<file path="src/ift_pkg.sv">
// Constants for the ingress frame trap and security classifier.
// Assumes a 100 MHz pclk and an APB3 master with word-aligned accesses.
package ift_pkg;
   localparam int NSLOT = 22;
   // Register word indexes; the byte address is four times the index.
   localparam logic [9:0] IDX_L2DA   = 10'h006;
   localparam logic [9:0] IDX_L2GRP  = 10'h007;
   localparam logic [9:0] IDX_L3     = 10'h008;
   localparam logic [9:0] IDX_L3USR  = 10'h009;
   localparam logic [9:0] IDX_ARP    = 10'h014;
   localparam logic [9:0] IDX_ARPEN  = 10'h015;
   localparam logic [9:0] IDX_ICMP   = 10'h017;
   localparam logic [9:0] IDX_ICMPEN = 10'h018;
   localparam logic [9:0] IDX_MGLO   = 10'h021;
   localparam logic [9:0] IDX_MGHI   = 10'h022;
   localparam logic [9:0] IDX_DOT1X  = 10'h054;
   localparam logic [9:0] IDX_SID0   = 10'h056;
   localparam logic [9:0] IDX_MAC0   = 10'h05C;
   localparam logic [9:0] IDX_G0X    = 10'h0B5;
   localparam logic [9:0] IDX_LEARN  = 10'h003;
   localparam logic [9:0] IDX_CTRL   = 10'h060;
   localparam logic [9:0] IDX_IPSEN  = 10'h061;
   localparam logic [9:0] IDX_DROPS  = 10'h062;
   localparam logic [9:0] IDX_CPUS   = 10'h063;
   // Storage slots.
   localparam int S_L2DA = 0, S_L2GRP = 1, S_L3 = 2, S_L3USR = 3, S_ARP = 4;
   localparam int S_ARPEN = 5, S_ICMP = 6, S_ICMPEN = 7, S_MGLO = 8, S_MGHI = 9;
   localparam int S_DOT1X = 10, S_SID0 = 11, S_MAC0 = 15, S_G0X = 18;
   localparam int S_LEARN = 19, S_CTRL = 20, S_IPSEN = 21;
   // Control register fields.
   localparam int C_CPU_EN = 0, C_MGCAP = 1, C_SAACT = 2, C_BIND = 4;
   localparam int C_BCBLK = 10, C_IPONLY = 11, C_IPSMODE = 13, C_IPSHASH = 15;
   localparam int MG_RESTRICT = 15, ARP_BLK = 10, ARP_CAP = 7, V6_CAP = 10;
   localparam int PPP_CHK = 8, SEL_LSB = 8;
   // Reset values; the MAC value is arbitrary.
   localparam logic [47:0] OWN_MAC_RST = 48'h02AA_BB00_0001;
   localparam logic [15:0] LEARN_RST   = 16'h11FF;
   localparam logic [15:0] CFG_RST     = 16'h0000;
   // Trap codes.
   localparam logic [1:0] ACT_FWD = 2'b00, ACT_CPU = 2'b10, ACT_DROP = 2'b11;
   localparam logic [1:0] SPD_1G = 2'b10, SPD_100M = 2'b01;
   localparam logic [39:0] RSV_DA_HI = 40'h01_80C2_0000;
   localparam logic [15:0] ET_ARP = 16'h0806, ET_V6 = 16'h86DD, ET_EAPOL = 16'h888E;
   localparam logic [7:0] PR_ICMP = 8'h01, PR_TCP = 8'h06, PR_UDP = 8'h11;
   localparam logic [7:0] PR_OSPF = 8'h59, CRC8_POLY = 8'h07;
   localparam logic [2:0] IPS_ARMED = 3'b111;
   // Storm timing: a base tick, with periods counted in base ticks.
   localparam int CLK_MHZ = 100;
   localparam int BASE_US = 100;
   localparam int BASE_TICK_CYC = BASE_US * CLK_MHZ;
   localparam int T200US = 200, T1MS = 1000, T2MS = 2000, T10MS = 10000;
   localparam int T20MS = 20000, T100MS = 100000;
   localparam logic [9:0] U200US = 10'(T200US / BASE_US);
   localparam logic [9:0] U1MS   = 10'(T1MS / BASE_US);
   localparam logic [9:0] U2MS   = 10'(T2MS / BASE_US);
   localparam logic [9:0] U10MS  = 10'(T10MS / BASE_US);
   localparam logic [9:0] U20MS  = 10'(T20MS / BASE_US);
   localparam logic [9:0] U100MS = 10'(T100MS / BASE_US);
endpackage : ift_pkg

</file>
<file path="src/ift_classifier.sv">
// Ingress trap and security classifier: one parsed frame descriptor in,
// one registered forward/CPU/drop decision out, registers over APB3.
// Assumes descriptor, port speed and table answers come from pclk logic.
`timescale 1ns/100ps
`default_nettype none
module ift_classifier
   import ift_pkg::*;
#(
   parameter int NPORTS    = 10,
   parameter int IDX_W     = 8,
   parameter int TICK_CYC  = BASE_TICK_CYC
) (
   input  wire logic                pclk,
   input  wire logic                presetn,
   input  wire logic                psel,
   input  wire logic                penable,
   input  wire logic                pwrite,
   input  wire logic [11:0]         paddr,
   input  wire logic [31:0]         pwdata,
   output logic      [31:0]         prdata,
   output logic                     pready,
   output logic                     pslverr,
   input  wire logic [2*NPORTS-1:0] port_speed,
   input  wire logic                in_valid,
   output logic                     in_ready,
   input  wire logic [3:0]          in_port,
   input  wire logic [47:0]         in_da,
   input  wire logic [47:0]         in_sa,
   input  wire logic [15:0]         in_ethertype,
   input  wire logic                in_ipv4,
   input  wire logic                in_ipv6,
   input  wire logic [7:0]          in_ip_proto,
   input  wire logic                in_pppoe,
   input  wire logic [15:0]         in_pppoe_sid,
   input  wire logic [4:0]          in_mgmt_class,
   input  wire logic                in_sa_known,
   input  wire logic                in_sa_port_ok,
   input  wire logic [31:0]         in_src_ip,
   output logic      [IDX_W-1:0]    ipsec_index,
   input  wire logic [2:0]          entry_flags,
   input  wire logic [31:0]         entry_ip,
   input  wire logic [47:0]         entry_mac,
   input  wire logic [3:0]          entry_port,
   output logic                     out_valid,
   input  wire logic                out_ready,
   output logic      [3:0]          out_port,
   output logic                     out_fwd,
   output logic                     out_cpu,
   output logic                     out_drop,
   output logic                     out_strip
);
   logic [15:0] cfg [NSLOT];
   logic [15:0] drop_count;
   logic [15:0] cpu_count;
   logic [7:0]  arp_cnt  [NPORTS];
   logic [7:0]  icmp_cnt [NPORTS];
   logic [13:0] base_cnt;
   logic        base_tick;
   logic        take;
   logic        acc_wr;
   logic        acc_rd;
   logic [4:0]  slot;
   logic        slot_ok;
   logic        stat_rd;
   logic [5:0]  slot_code;

   // Address decode, shared by the write and the read path.
   function automatic logic [5:0] slot_of(input logic [11:0] a);
      logic [9:0] i;
      i = a[11:2];
      if (a[1:0] != 2'b00) return 6'h3F;
      case (i)
         IDX_L2DA:        return 6'(S_L2DA);
         IDX_L2GRP:       return 6'(S_L2GRP);
         IDX_L3:          return 6'(S_L3);
         IDX_L3USR:       return 6'(S_L3USR);
         IDX_ARP:         return 6'(S_ARP);
         IDX_ARPEN:       return 6'(S_ARPEN);
         IDX_ICMP:        return 6'(S_ICMP);
         IDX_ICMPEN:      return 6'(S_ICMPEN);
         IDX_MGLO:        return 6'(S_MGLO);
         IDX_MGHI:        return 6'(S_MGHI);
         IDX_DOT1X:       return 6'(S_DOT1X);
         IDX_SID0:        return 6'(S_SID0);
         IDX_SID0 + 10'd1: return 6'(S_SID0 + 1);
         IDX_SID0 + 10'd2: return 6'(S_SID0 + 2);
         IDX_SID0 + 10'd3: return 6'(S_SID0 + 3);
         IDX_MAC0:        return 6'(S_MAC0);
         IDX_MAC0 + 10'd1: return 6'(S_MAC0 + 1);
         IDX_MAC0 + 10'd2: return 6'(S_MAC0 + 2);
         IDX_G0X:         return 6'(S_G0X);
         IDX_LEARN:       return 6'(S_LEARN);
         IDX_CTRL:        return 6'(S_CTRL);
         IDX_IPSEN:       return 6'(S_IPSEN);
         IDX_DROPS:       return 6'h3E;
         IDX_CPUS:        return 6'h3D;
         default:         return 6'h3F;
      endcase
   endfunction : slot_of

   // Ports 1..8 sit in bits 7:0, port 9 in bit 8, port 10 in bit 12.
   function automatic logic port_bit(input logic [15:0] m, input logic [3:0] p);
      if (p < 4'd8) return m[p[2:0]];
      else if (p == 4'd8) return m[8];
      else return m[12];
   endfunction : port_bit

   function automatic logic [7:0] crc8(input logic [31:0] d);
      logic [7:0] c;
      c = 8'h00;
      for (int k = 31; k >= 0; k--) begin
         c = (c[7] ^ d[k]) ? ({c[6:0], 1'b0} ^ CRC8_POLY) : {c[6:0], 1'b0};
      end
      return c;
   endfunction : crc8

   function automatic logic [9:0] period_units(input logic [1:0] sel,
                                               input logic [1:0] spd);
      case (sel)
         2'b00: return (spd == SPD_1G) ? U200US : (spd == SPD_100M) ? U2MS : U20MS;
         2'b01: return (spd == SPD_1G) ? U1MS : (spd == SPD_100M) ? U10MS : U100MS;
         2'b10: return U10MS;
         default: return U100MS;
      endcase
   endfunction : period_units

   // APB: zero wait states, unmapped or misaligned addresses answer pslverr.
   assign pready  = 1'b1;
   assign slot_code = slot_of(paddr);
   assign slot    = slot_code[4:0];
   assign slot_ok = (slot_code < 6'(NSLOT));
   assign stat_rd = (slot_of(paddr) == 6'h3E) || (slot_of(paddr) == 6'h3D);
   assign acc_wr  = psel && penable && pwrite;
   assign acc_rd  = psel && penable && !pwrite;
   assign pslverr = psel && penable && !slot_ok && !(stat_rd && !pwrite);

   always_comb begin
      prdata = 32'h0000_0000;
      if (acc_rd && slot_ok) prdata = {16'h0000, cfg[slot]};
      else if (acc_rd && slot_of(paddr) == 6'h3E) prdata = {16'h0000, drop_count};
      else if (acc_rd && slot_of(paddr) == 6'h3D) prdata = {16'h0000, cpu_count};
   end

   always_ff @(posedge pclk or negedge presetn) begin
      if (!presetn) begin
         for (int i = 0; i < NSLOT; i++) cfg[i] <= CFG_RST;
         cfg[S_MAC0]     <= OWN_MAC_RST[47:32];
         cfg[S_MAC0 + 1] <= OWN_MAC_RST[31:16];
         cfg[S_MAC0 + 2] <= OWN_MAC_RST[15:0];
         cfg[S_LEARN]    <= LEARN_RST;
      end else if (acc_wr && slot_ok) begin
         cfg[slot] <= pwdata[15:0];
      end
   end

   // Shorthand views of the configuration.
   logic [15:0] ctrl;
   logic [47:0] own_mac;
   logic [30:0] mg_mask;
   logic        cpu_en;
   assign ctrl    = cfg[S_CTRL];
   assign own_mac = {cfg[S_MAC0], cfg[S_MAC0 + 1], cfg[S_MAC0 + 2]};
   assign mg_mask = {cfg[S_MGHI][14:0], cfg[S_MGLO]};
   assign cpu_en  = ctrl[C_CPU_EN];

   // Storm timebase: one tick every TICK_CYC cycles.
   always_ff @(posedge pclk or negedge presetn) begin
      if (!presetn) base_cnt <= 14'h0000;
      else if (base_tick) base_cnt <= 14'h0000;
      else base_cnt <= base_cnt + 14'h0001;
   end
   assign base_tick = (base_cnt == 14'(TICK_CYC - 1));

   assign in_ready = !out_valid || out_ready;
   assign take     = in_valid && in_ready;

   logic is_arp;
   logic is_icmp;
   assign is_arp  = (in_ethertype == ET_ARP);
   assign is_icmp = in_ipv4 && (in_ip_proto == PR_ICMP);

   // Each port keeps its own counters and clearing timers; a frame that
   // lands on the clearing edge is counted into the new period.
   generate
      for (genvar p = 0; p < NPORTS; p++) begin : g_storm
         logic [9:0] arp_tmr;
         logic [9:0] icmp_tmr;
         logic       arp_clr;
         logic       icmp_clr;
         logic       here;
         assign here = take && (in_port == 4'(p));
         assign arp_clr  = base_tick && (arp_tmr + 10'd1 >=
               period_units(cfg[S_ARP][SEL_LSB +: 2], port_speed[2*p +: 2]));
         assign icmp_clr = base_tick && (icmp_tmr + 10'd1 >=
               period_units(cfg[S_ICMP][SEL_LSB +: 2], port_speed[2*p +: 2]));
         always_ff @(posedge pclk or negedge presetn) begin
            if (!presetn) begin
               arp_tmr  <= 10'h000;
               icmp_tmr <= 10'h000;
            end else begin
               if (arp_clr) arp_tmr <= 10'h000;
               else if (base_tick) arp_tmr <= arp_tmr + 10'd1;
               if (icmp_clr) icmp_tmr <= 10'h000;
               else if (base_tick) icmp_tmr <= icmp_tmr + 10'd1;
            end
         end
         always_ff @(posedge pclk or negedge presetn) begin
            if (!presetn) begin
               arp_cnt[p]  <= 8'h00;
               icmp_cnt[p] <= 8'h00;
            end else begin
               if (arp_clr) arp_cnt[p] <= {7'h00, here && is_arp};
               else if (here && is_arp && arp_cnt[p] != 8'hFF)
                  arp_cnt[p] <= arp_cnt[p] + 8'h01;
               if (icmp_clr) icmp_cnt[p] <= {7'h00, here && is_icmp};
               else if (here && is_icmp && icmp_cnt[p] != 8'hFF)
                  icmp_cnt[p] <= icmp_cnt[p] + 8'h01;
            end
         end
      end
   endgenerate

   // Source-IP table index.
   assign ipsec_index = ctrl[C_IPSHASH] ? IDX_W'(crc8(in_src_ip))
                                        : in_src_ip[IDX_W-1:0];

   logic       storm_drop;
   logic [7:0] p_arp;
   logic [7:0] p_icmp;
   logic       rsv_da;
   logic       own_da;
   logic       grp_da;
   logic [1:0] l2_act;
   logic [1:0] l3_act;
   logic       eapol;
   logic [1:0] dot1x;
   logic       trap;
   logic       copy;
   logic       drop;
   logic       cpu_blk;
   logic       sid_hit;
   logic       ips_drop;
   logic       next_fwd;
   logic       next_cpu;

   assign p_arp  = (in_port < 4'(NPORTS)) ? arp_cnt[in_port] : 8'h00;
   assign p_icmp = (in_port < 4'(NPORTS)) ? icmp_cnt[in_port] : 8'h00;
   assign storm_drop =
      (is_arp && port_bit(cfg[S_ARPEN], in_port) && p_arp >= cfg[S_ARP][7:0]) ||
      (is_icmp && port_bit(cfg[S_ICMPEN], in_port) &&
       p_icmp >= cfg[S_ICMP][7:0]);

   assign rsv_da = (in_da[47:8] == RSV_DA_HI);
   assign own_da = (in_da == own_mac);
   assign grp_da = in_da[40];
   assign dot1x  = cfg[S_L2DA][5:4];
   assign eapol  = (in_ethertype == ET_EAPOL);

   // Reserved group address actions, code 01 acts as forward.
   always_comb begin
      l2_act = ACT_FWD;
      if (rsv_da) begin
         case (in_da[7:0])
            8'h00: l2_act = cfg[S_L2DA][1:0];
            8'h02: l2_act = cfg[S_L2DA][3:2];
            8'h03: l2_act = cfg[S_L2DA][5:4];
            8'h0E: l2_act = cfg[S_L2DA][7:6];
            8'h04: l2_act = cfg[S_G0X][1:0];
            8'h07: l2_act = cfg[S_G0X][3:2];
            8'h08: l2_act = cfg[S_G0X][5:4];
            8'h0D: l2_act = cfg[S_G0X][7:6];
            8'h05, 8'h06, 8'h09, 8'h0A, 8'h0B, 8'h0C, 8'h0F:
               l2_act = cfg[S_L2DA][9:8];
            8'h10: l2_act = cfg[S_L2DA][11:10];
            8'h20, 8'h21: l2_act = cfg[S_L2DA][15:14];
            default: begin
               if (in_da[7:4] == 4'h1) l2_act = cfg[S_L2DA][13:12];
               else if (in_da[7:4] == 4'h2) l2_act = cfg[S_L2GRP][1:0];
               else if (in_da[7:4] == 4'h3) l2_act = cfg[S_L2GRP][3:2];
            end
         endcase
      end
   end

   always_comb begin
      l3_act = ACT_FWD;
      if (in_ipv4) begin
         if (in_ip_proto == PR_ICMP) l3_act = cfg[S_L3][1:0];
         else if (in_ip_proto == PR_TCP) l3_act = cfg[S_L3][3:2];
         else if (in_ip_proto == PR_UDP) l3_act = cfg[S_L3][5:4];
         else if (in_ip_proto == PR_OSPF) l3_act = cfg[S_L3][7:6];
         else if (in_ip_proto == cfg[S_L3USR][7:0]) l3_act = cfg[S_L3][9:8];
         else if (in_ip_proto == cfg[S_L3USR][15:8]) l3_act = cfg[S_L3][11:10];
         else l3_act = cfg[S_L3][13:12];
      end
   end

   always_comb begin
      sid_hit = 1'b0;
      for (int s = 0; s < 4; s++) begin
         if (cfg[S_SID0 + s] == in_pppoe_sid) sid_hit = 1'b1;
      end
   end

   // Armed entries are checked; mode 0 admits matches, mode 1 rejects them.
   always_comb begin
      logic hit;
      hit = (in_src_ip == entry_ip) && (in_sa == entry_mac) && (in_port == entry_port);
      ips_drop = 1'b0;
      if (port_bit(cfg[S_IPSEN], in_port) && entry_flags == IPS_ARMED)
         ips_drop = ctrl[C_IPSMODE] ? hit : !hit;
   end

   always_comb begin
      logic mg_cap;
      logic sa_chk;
      logic d1x_port;
      mg_cap   = own_da && ctrl[C_MGCAP];
      sa_chk   = !in_sa_known && !port_bit(cfg[S_LEARN], in_port);
      d1x_port = port_bit(cfg[S_DOT1X], in_port);
      trap = (l2_act == ACT_CPU) || (l3_act == ACT_CPU);
      drop = (l2_act == ACT_DROP) || (l3_act == ACT_DROP) || storm_drop;
      copy = is_arp && cfg[S_L2GRP][ARP_CAP];
      if (in_ethertype == ET_V6 && cfg[S_L2GRP][V6_CAP]) trap = 1'b1;
      if (mg_cap) begin
         if (cfg[S_MGHI][MG_RESTRICT] && !mg_mask[in_mgmt_class]) drop = 1'b1;
         else trap = 1'b1;
      end
      if (sa_chk) begin
         if (ctrl[C_SAACT + 1]) trap = trap;
         else if (ctrl[C_SAACT]) drop = 1'b1;
         else trap = 1'b1;
      end
      if (ctrl[C_BIND] && in_sa_known && !in_sa_port_ok) drop = 1'b1;
      if (eapol && dot1x == ACT_DROP) drop = 1'b1;
      if (d1x_port && dot1x == ACT_CPU && !is_arp) begin
         if (eapol && ((rsv_da && in_da[7:0] == 8'h03) || mg_cap)) trap = 1'b1;
         else drop = 1'b1;
      end
      if (ips_drop) drop = 1'b1;
   end

   assign cpu_blk = (cpu_en && ctrl[C_BCBLK] && grp_da) ||
                    (ctrl[C_IPONLY] && grp_da && !(in_ipv4 || in_ipv6)) ||
                    (cpu_en && cfg[S_ARP][ARP_BLK] && is_arp);

   // With the CPU port off a trap falls back to plain forwarding.
   assign next_cpu = cpu_en && (trap || copy) && !cpu_blk && !drop;
   assign next_fwd = !drop && !(trap && cpu_en);

   always_ff @(posedge pclk or negedge presetn) begin
      if (!presetn) begin
         out_valid <= 1'b0;
         out_port  <= 4'h0;
         out_fwd   <= 1'b0;
         out_cpu   <= 1'b0;
         out_drop  <= 1'b0;
         out_strip <= 1'b0;
      end else if (in_ready) begin
         out_valid <= in_valid;
         if (in_valid) begin
            out_port  <= in_port;
            out_fwd   <= next_fwd;
            out_cpu   <= next_cpu;
            out_drop  <= !next_fwd && !next_cpu;
            out_strip <= in_pppoe && (cfg[S_L2GRP][PPP_CHK +: 2] == 2'b11) && sid_hit;
         end
      end
   end

   always_ff @(posedge pclk or negedge presetn) begin
      if (!presetn) begin
         drop_count <= 16'h0000;
         cpu_count  <= 16'h0000;
      end else if (take) begin
         if (!next_fwd && !next_cpu) drop_count <= drop_count + 16'h0001;
         if (next_cpu) cpu_count <= cpu_count + 16'h0001;
      end
   end
endmodule : ift_classifier
`default_nettype wire

</file>
<file path="config.mk">
export PLATFORM = sky130hd
export DESIGN_NAME = ift_classifier
export DESIGN_NICKNAME = d
export VERILOG_FILES = /design/src/ift_pkg.sv /design/src/ift_classifier.sv
export SDC_FILE = /design/constraint.sdc
export NUM_CORES = 2
export LEC_CHECK = 0
export BUFFER_PORTS_ARGS = -buffer_cell sky130_fd_sc_hd__buf_2
export CORE_MARGIN = 2
export CORE_UTILIZATION = 45
export CTS_BUF_LIST = sky130_fd_sc_hd__clkbuf_4
export CTS_CLUSTER_SIZE = 20
export DETAILED_ROUTE_END_ITERATION = 8
export PLACE_DENSITY = 0.68
export SLEW_MARGIN = 20
export SYNTH_ARGS = -nofsm -noshare
export SYNTH_HDL_FRONTEND = slang
export SYNTH_SLANG_ARGS = --single-unit
</file>
<file path="constraint.sdc">
create_clock -name pclk -period 4 [get_ports pclk]
set_input_delay 0 -clock pclk [delete_from_list [all_inputs] [get_ports pclk]]
set_output_delay 0 -clock pclk [all_outputs]
set_load 0.05 [all_outputs]
</file>
After elaboration in Yosys (flattened, before gate mapping)
Index checks and enable logic that the tools add are counted.
- $add $sub $neg: 43
- magnitude comparators: 30
- equality and inequality tests: 128
- multiplexer cells: 261
- bitwise operators: 64
- reductions and logical operators: 193
- operators with widths (kind ; number):
    $mux W10 ; 60
    $pmux W10 S3 ; 20
    $mux W8 ; 67
    $bwmux W352 ; 1
    $add A10 B1 Y10 const B ; 20
    $ge A10 B10 Y1 ; 20
    $add A8 B1 Y8 const B ; 20
    $ne A8 B8 Y1 const B ; 20
    $pmux W6 S24 ; 1
    $eq A10 B7 Y1 const B ; 12
    $logic_and A1 B1 Y1 ; 116
    $eq A48 B48 Y1 ; 2
    $mux W16 ; 6
    $mux W3 ; 32
    $not A3 Y3 ; 31
    $reduce_bool A2 Y1 ; 41
    $bmux W16 S5 ; 1
    $demux W16 S5 ; 1
    $bmux W8 S4 ; 2
    $eq A16 B16 Y1 ; 4
    $eq A8 B4 Y1 const B ; 8
    $mux W1 ; 44
    $mux W6 ; 7
    $eq A10 B5 Y1 const B ; 4
    other kinds (53) ; 179
- register bits: 767
- input bits: 340

Logic depth before layout (Yosys ltp)
- depth after elaboration: 64
- gate-level depth with buffers: 21
- mapped depth without buffers: 15

Worst setup path after synthesis
Ideal clock, no wire load.
- kind: input -> register
- start point: input in_port[0]
- end point: register drop_count[13]
- library setup time: 0.123 ns
- arrival time: 4.184 ns
- slack: -0.306 ns
- stages on the path: 19
- path buffers: 5
- path through: buf_2 -> buf_2 -> clkbuf_1 -> clkbuf_1 -> mux4_2 -> mux2i_1 -> o21ai_0 -> ha_1 -> o21ai_0 -> nand2b_1 -> a21oi_1 -> a2111oi_0 -> a21oi_1 -> o21ai_0 -> and4b_1 -> and3_1 -> clkbuf_1 -> or4b_1 -> xnor2_1
- cells in the longest elaborated chain, start to end: 24
- elaborated cells between the ends (all ways): 75
- those cells by class: order compare: 4; eq/ne: 2; mux: 43; bitwise: 1; reduce/logical: 25
- ends and longest elaborated chain (element ; line ; text):
    from (decl) ; ift_classifier.sv:26 ; input wire logic [3:0] in_port,
    $not A4 Y5 (not written as such) ; ift_classifier.sv:246, ift_classifier.sv:247 ;
    $bmux W8 S4 (on tied branches) ; ift_classifier.sv:246, ift_classifier.sv:247 ;
    $mux W8 (on tied branches) (3 in a row) ; ift_classifier.sv:246, ift_classifier.sv:247 ;
    $ge A8 B8 Y1 (on tied branches) ; ift_classifier.sv:249, ift_classifier.sv:251 ;
    $logic_and A1 B1 Y1 (on tied branches) ; ift_classifier.sv:249, ift_classifier.sv:250 ;
    $logic_or A1 B1 Y1 ; ift_classifier.sv:249 ; (is_arp && port_bit(cfg[S_ARPEN], in_port) && p_arp >= cfg[S_ARP][7:0]) ||
    $logic_or A1 B1 Y1 ; ift_classifier.sv:322 ; drop = (l2_act == ACT_DROP) || (l3_act == ACT_DROP) || storm_drop;
    $mux W1 ; ift_classifier.sv:326 ; if (cfg[S_MGHI][MG_RESTRICT] && !mg_mask[in_mgmt_class]) drop = 1'b1;
    [... 6 more ...] ; -- ;
    $mux W1 ; ift_classifier.sv:337 ; if (eapol && ((rsv_da && in_da[7:0] == 8'h03) || mg_cap)) trap = 1'b1;
    $mux W1 ; ift_classifier.sv:336 ; if (d1x_port && dot1x == ACT_CPU && !is_arp) begin
    $mux W1 ; ift_classifier.sv:340 ; if (ips_drop) drop = 1'b1;
    $logic_not A1 Y1 ; ift_classifier.sv:348, ift_classifier.sv:349 ;
    $logic_and A1 B1 Y1 (on tied branches) ; ift_classifier.sv:349, ift_classifier.sv:348 ;
    $logic_not A1 Y1 ; ift_classifier.sv:376 ; if (!next_fwd && !next_cpu) drop_count <= drop_count + 16'h0001;
    $logic_and A1 B1 Y1 * ; ift_classifier.sv:376 ;
    $reduce_and A2 Y1 (no line) * ; -- ;
    to (signal assigned) ; ift_classifier.sv:376 ;
    to (decl) ; ift_classifier.sv:53 ; logic [15:0] drop_count;
Every way passes the cells marked *; elsewhere a longest branch is shown, timed or not. The select of a mux whose other input is x is not followed.
A chain may end at the register's enable or synchronous reset.

Final worst setup path
- start point: input paddr[7]
- end point: output prdata[15]
- cells in the longest elaborated chain, start to end: 10
- elaborated cells between the ends (all ways): 44
- those cells by class: order compare: 1; eq/ne: 26; mux: 13; bitwise: 1; reduce/logical: 3
- ends and longest elaborated chain (element ; line ; text):
    from (decl) ; ift_classifier.sv:18 ; input wire logic [11:0] paddr,
    $eq A10 B7 Y1 (tied with other cells) ; ift_classifier.sv:72 ; case (i)
    $pmux W6 S24 * ; ift_classifier.sv:72 ;
    parallel branches: the longest is 7 deep, another holds $bmux W16 S5 ; -- ;
    $mux W16 * ; ift_classifier.sv:139 ; if (acc_rd && slot_ok) prdata = {16'h0000, cfg[slot]};
    to (decl) ; ift_classifier.sv:20 ; output logic [31:0] prdata,
Every way passes the cells marked *. The select of a mux whose other input is x is not followed.

==> results.toml <==
[timing]
min_period_ns = 4.03
slew_headroom_pct = 23.9
rsz0062_at_grt = "true"
worst_slack_ns = -0.0283
fmax_mhz = 248
finalSetupViolations = 1
finalMaxSlewViolations = 0
finalSetupTns_ns = -0.0283
worst_pin_slew_ns = 1.13
min_period_over_period_pct = 101
hold_violations = 0
skew_ns = 0.151

[placed_design]
dpl_worst_slack_ns = 0.0796
dp.cells = 6645
globalplace.congestion = 1.02
port_buffers = 358
place_area_um2 = 53500
hpwl_mm = 120

[setup_path]
critPathKind = "in -> out"
endpoint_kind = "output pin"
r2r_end = "out_drop$_DFFE_PN0P_"
crit_path_start_kind = "input port"
arrival_ns = 4.03
cp.depth = 14
crit_buf_inv = 4
reg2reg_depth = 14
slowest_stage = "or4_2"
critPathMaxFanout = 20
required_ns = 4.00
critPathTopFamily = "simple AND/OR/NAND/NOR gates"
critPathMaxStageDelay_ns = 0.87
reg2reg_from = "cfg[105]$_DFFE_PN1P_"
cp_cell_sequence = "buf_2 -> and3b_1 -> a41oi_1 -> o31ai_1 -> or4_2 -> buf_4 -> nand2_1 -> a21oi_1 -> a221oi_1 -> o22ai_1 -> nor4_1 -> buf_4 -> nor2_1 -> buf_2"
r2r_setup_slack_ns = 0.11

[drt]
wl_mm = 166
drc = 0
via_count = 42838
viasPerCell = 5.99
ant_nets = 0
wire_per_inst_um = 23.3
drt_iter0_drc = 4098
firstDrtPassIters = 7

[logic_synthesis]
synth-main-ff-cell = "dfrtp_1"
ys_types = 103
synth_area_um2 = 49400
ys_seq_elements = 767
syn_inst = 4956
synth-edff-count = 0
synth_seq_area_share_pct = 38.9
avgSynthCellArea_um2 = 9.96
synthArstFlopShare_pct = 100
ys_warn_count = 0

[global_routing]
grt_start_max_net_pins = 99
antenna_found_initial = 14
grtUsageTotal_pct = 29.3
grt_pass1_vias = 42443
overflow = 0
grt_pass1_wl_mm = 254

[die]
die_w_um = 335
die_area_um2 = 112000
start_util_pct = 45.3
design.core.area_um2 = 109000
rows = 121
die_h_um = 335
io_pins = 392

[clock_network]
clock-root-buffer = "clkbuf_4"
clk_path_buf_depth = 3
insertion_delay_ns = 1.19
cts_htree_levels = 4
cts_made_buffers = 214
cts_num_sinks = 767
cts_tree = "built"
path_clk_slew_ns = 0.07

[pwr]
intPower_mw = 12.5
pwr-share-comb_pct = 12.7
clock_power_share_pct = 42.8
peakVddDrop_mv = 0.269
p_sw_mw = 5.07
switching_share_pct = 28.9
p_seq_share_pct = 44.6
power_density_nw_per_um2 = 305
p_leak_nw = 26.5

[job]
maxCapViolations = 0

[final_layout]
seq_area_um2 = 19200
nets = 6150
syn_to_final_growth_pct = 16.4
drive_above_1_share_pct = 23.0
multi_input_area_um2 = 28600
stdcell_area_um2 = 57500
fill_cells = 9821
finalNonFillerCells = 7151

[hold_path]
whs_endpoint = "cpu_count[14]$_DFFE_PN0P_"
hold_start = "in_da[40]"
hold_path_class = "in -> reg"
min_path_cells = 8

[run_status]
violations = "setup timing"
status = "finished with violations"
cell type report:
type                       count  area share, %
multi-input combinational   3804           49.7
sequential                   767           33.5
timing repair buffer         640           7.94
clock buffer                 313           4.09
tap                         1414           3.08
clock inverter                74          0.841
inverter                     124          0.810
antenna                       15         0.0653
flip-flops by register name (all words and copies together), names as in the netlist:
register and flops:
arp_cnt 80, base_cnt 14, cfg 336, cpu_count 16
ctrl 16, drop_count 16, g_storm.arp_tmr 100, g_storm.icmp_tmr 100
icmp_cnt 80, out_cpu 1, out_drop 1, out_fwd 1
out_port 4, out_strip 1, out_valid 1
placed cells by master, fill, tap and decap left out, types with 25 or more instances in the layout:
cell type      netlist  layout
mux4_2              48      48
mux2_2             270     270
nor2_1             334     331
dfrtp_1            745     743
a221oi_1            45      43
xnor2_1            370     370
buf_2               49     344
clkbuf_4             0     313
o22ai_1             40      40
nand4_1            130     130
ha_1               259     259
o221ai_1            25      25
a22o_1              27      27
o21a_1              33      33
clkinv_1             0      55
a32o_1              68      68
and2_1              36      36
mux2i_1             56      55
a21o_1              52      52
nor3_1              38      38
nand3_1            200     199
xor2_1             246     246
o21ai_0            207     205
nor4_1              45      42
buf_4               28     171
a22oi_1             87      87
dlygate4sd3_1        0      95
inv_1              124     124
buf_12               0      28
a21oi_1            184     183
mux2_1              93      93
nand2_1            452     451
and3_1              72      72
worst max-delay path by stage:
| stage | to | startpoint |
|---|---|---|
| final | prdata[15] | paddr[7] |
| after global routing | out_drop$_DFFE_PN0P_ | arp_cnt[24]$_DFFE_PN0P_ |
| after CTS | out_drop$_DFFE_PN0P_ | arp_cnt[24]$_DFFE_PN0P_ |
| after detailed placement | drop_count[13]$_DFFE_PN0P_ | in_port[0] |
| after global placement | drop_count[13]$_DFFE_PN0P_ | in_port[0] |
| after floorplan | drop_count[13]$_DFFE_PN0P_ | in_port[0] |
synth_stat cells (all sizes together), types with 22 or more instances:
library cell	instances	area [um2]
o221ai	25	219
nand2b	22	138
a32o	68	681
a22oi	87	653
nand2	457	1730
a221oi	45	394
a41o	22	220
nor2	345	1340
dfstp	22	578
inv	124	465
o21ai	224	1130
nor3	43	240
o22ai	40	250
xor2	246	2150
dfrtp	745	18600
ha	259	3240
xnor2	370	3240
buf	94	557
nand3	211	1170
a22o	27	236
mux4	48	1080
o21a	33	248
nor4	50	379
a31oi	25	178
and3	72	450
mux2	363	4090
and2	45	284
mux2i	56	561
a21o	52	390
a21oi	184	921
clkbuf	182	684
nand4	132	847
worst register-to-register path: cells and delay by family, from the launching register on:
kind | cells | cell delay [ns]
AOI/OAI and AO/OA | 1 | 0.16
and+or+nand+nor | 8 | 1.34
xor gates and xnor gates | 1 | 0.15
DFF | 1 | 0.61
buffers and inverters | 4 | 1.45
per-stage QoR:
step	hold slack, ns	total power, mW	utilization, %
final	0.0605	17.5	52.8
after global routing	0.0694	18.3	52.8
after CTS	0.00190	17.6	52.7
after detailed placement	0.186	10.1	49.2
after global placement	0.176	10.1	49.2
after floorplan	-0.296	9.25	-
power by group through the flow:
stage	sequential [mW]	combinational, mW	clock (mW)
2_1_floorplan	7.98	1.27	0
3_3_place_gp	7.96	2.10	0
3_5_place_dp	7.96	2.13	0
4_1_cts	7.82	2.21	7.62
5_1_grt	7.82	2.41	8.07
6_report	7.82	2.22	7.50
metal layers:
| layer | up-vias | global-route usage (%) | wire length (um) |
|---|---|---|---|
| li1 | 19326 | - | - |
| met5 | - | 0 | 49 |
| met3 | 480 | 6.28 | 14100 |
| met2 | 1963 | 45.8 | 74900 |
| met4 | 8 | 15.7 | 9130 |
| met1 | 21061 | 38.1 | 68100 |
timing repair:
action                                   CTS  global route
endpoints found under the hold margin   1289             0
endpoints found under the setup margin     0            31
resized for setup                          0            13
buffers inserted                           0             8
hold buffers                              97             0
logic make-up (layout without fill, tap and decap cells):
family | count (synthesis) | in the layout | synth area share [%]
multiplexers | 467 | 467 | 11.6
AO/OA/AOI/OAI | 960 | 960 | 13.5
other | 2 | 32 | 0.0152
buffers and inverters | 400 | 1151 | 3.46
XOR/XNOR | 616 | 616 | 10.9
flip-flops | 767 | 767 | 38.9
AND/OR/NAND/NOR | 1485 | 1485 | 15.0
adder cells (fa/ha/maj) | 259 | 259 | 6.57
Note: power is estimated with default switching activity, not from simulation.
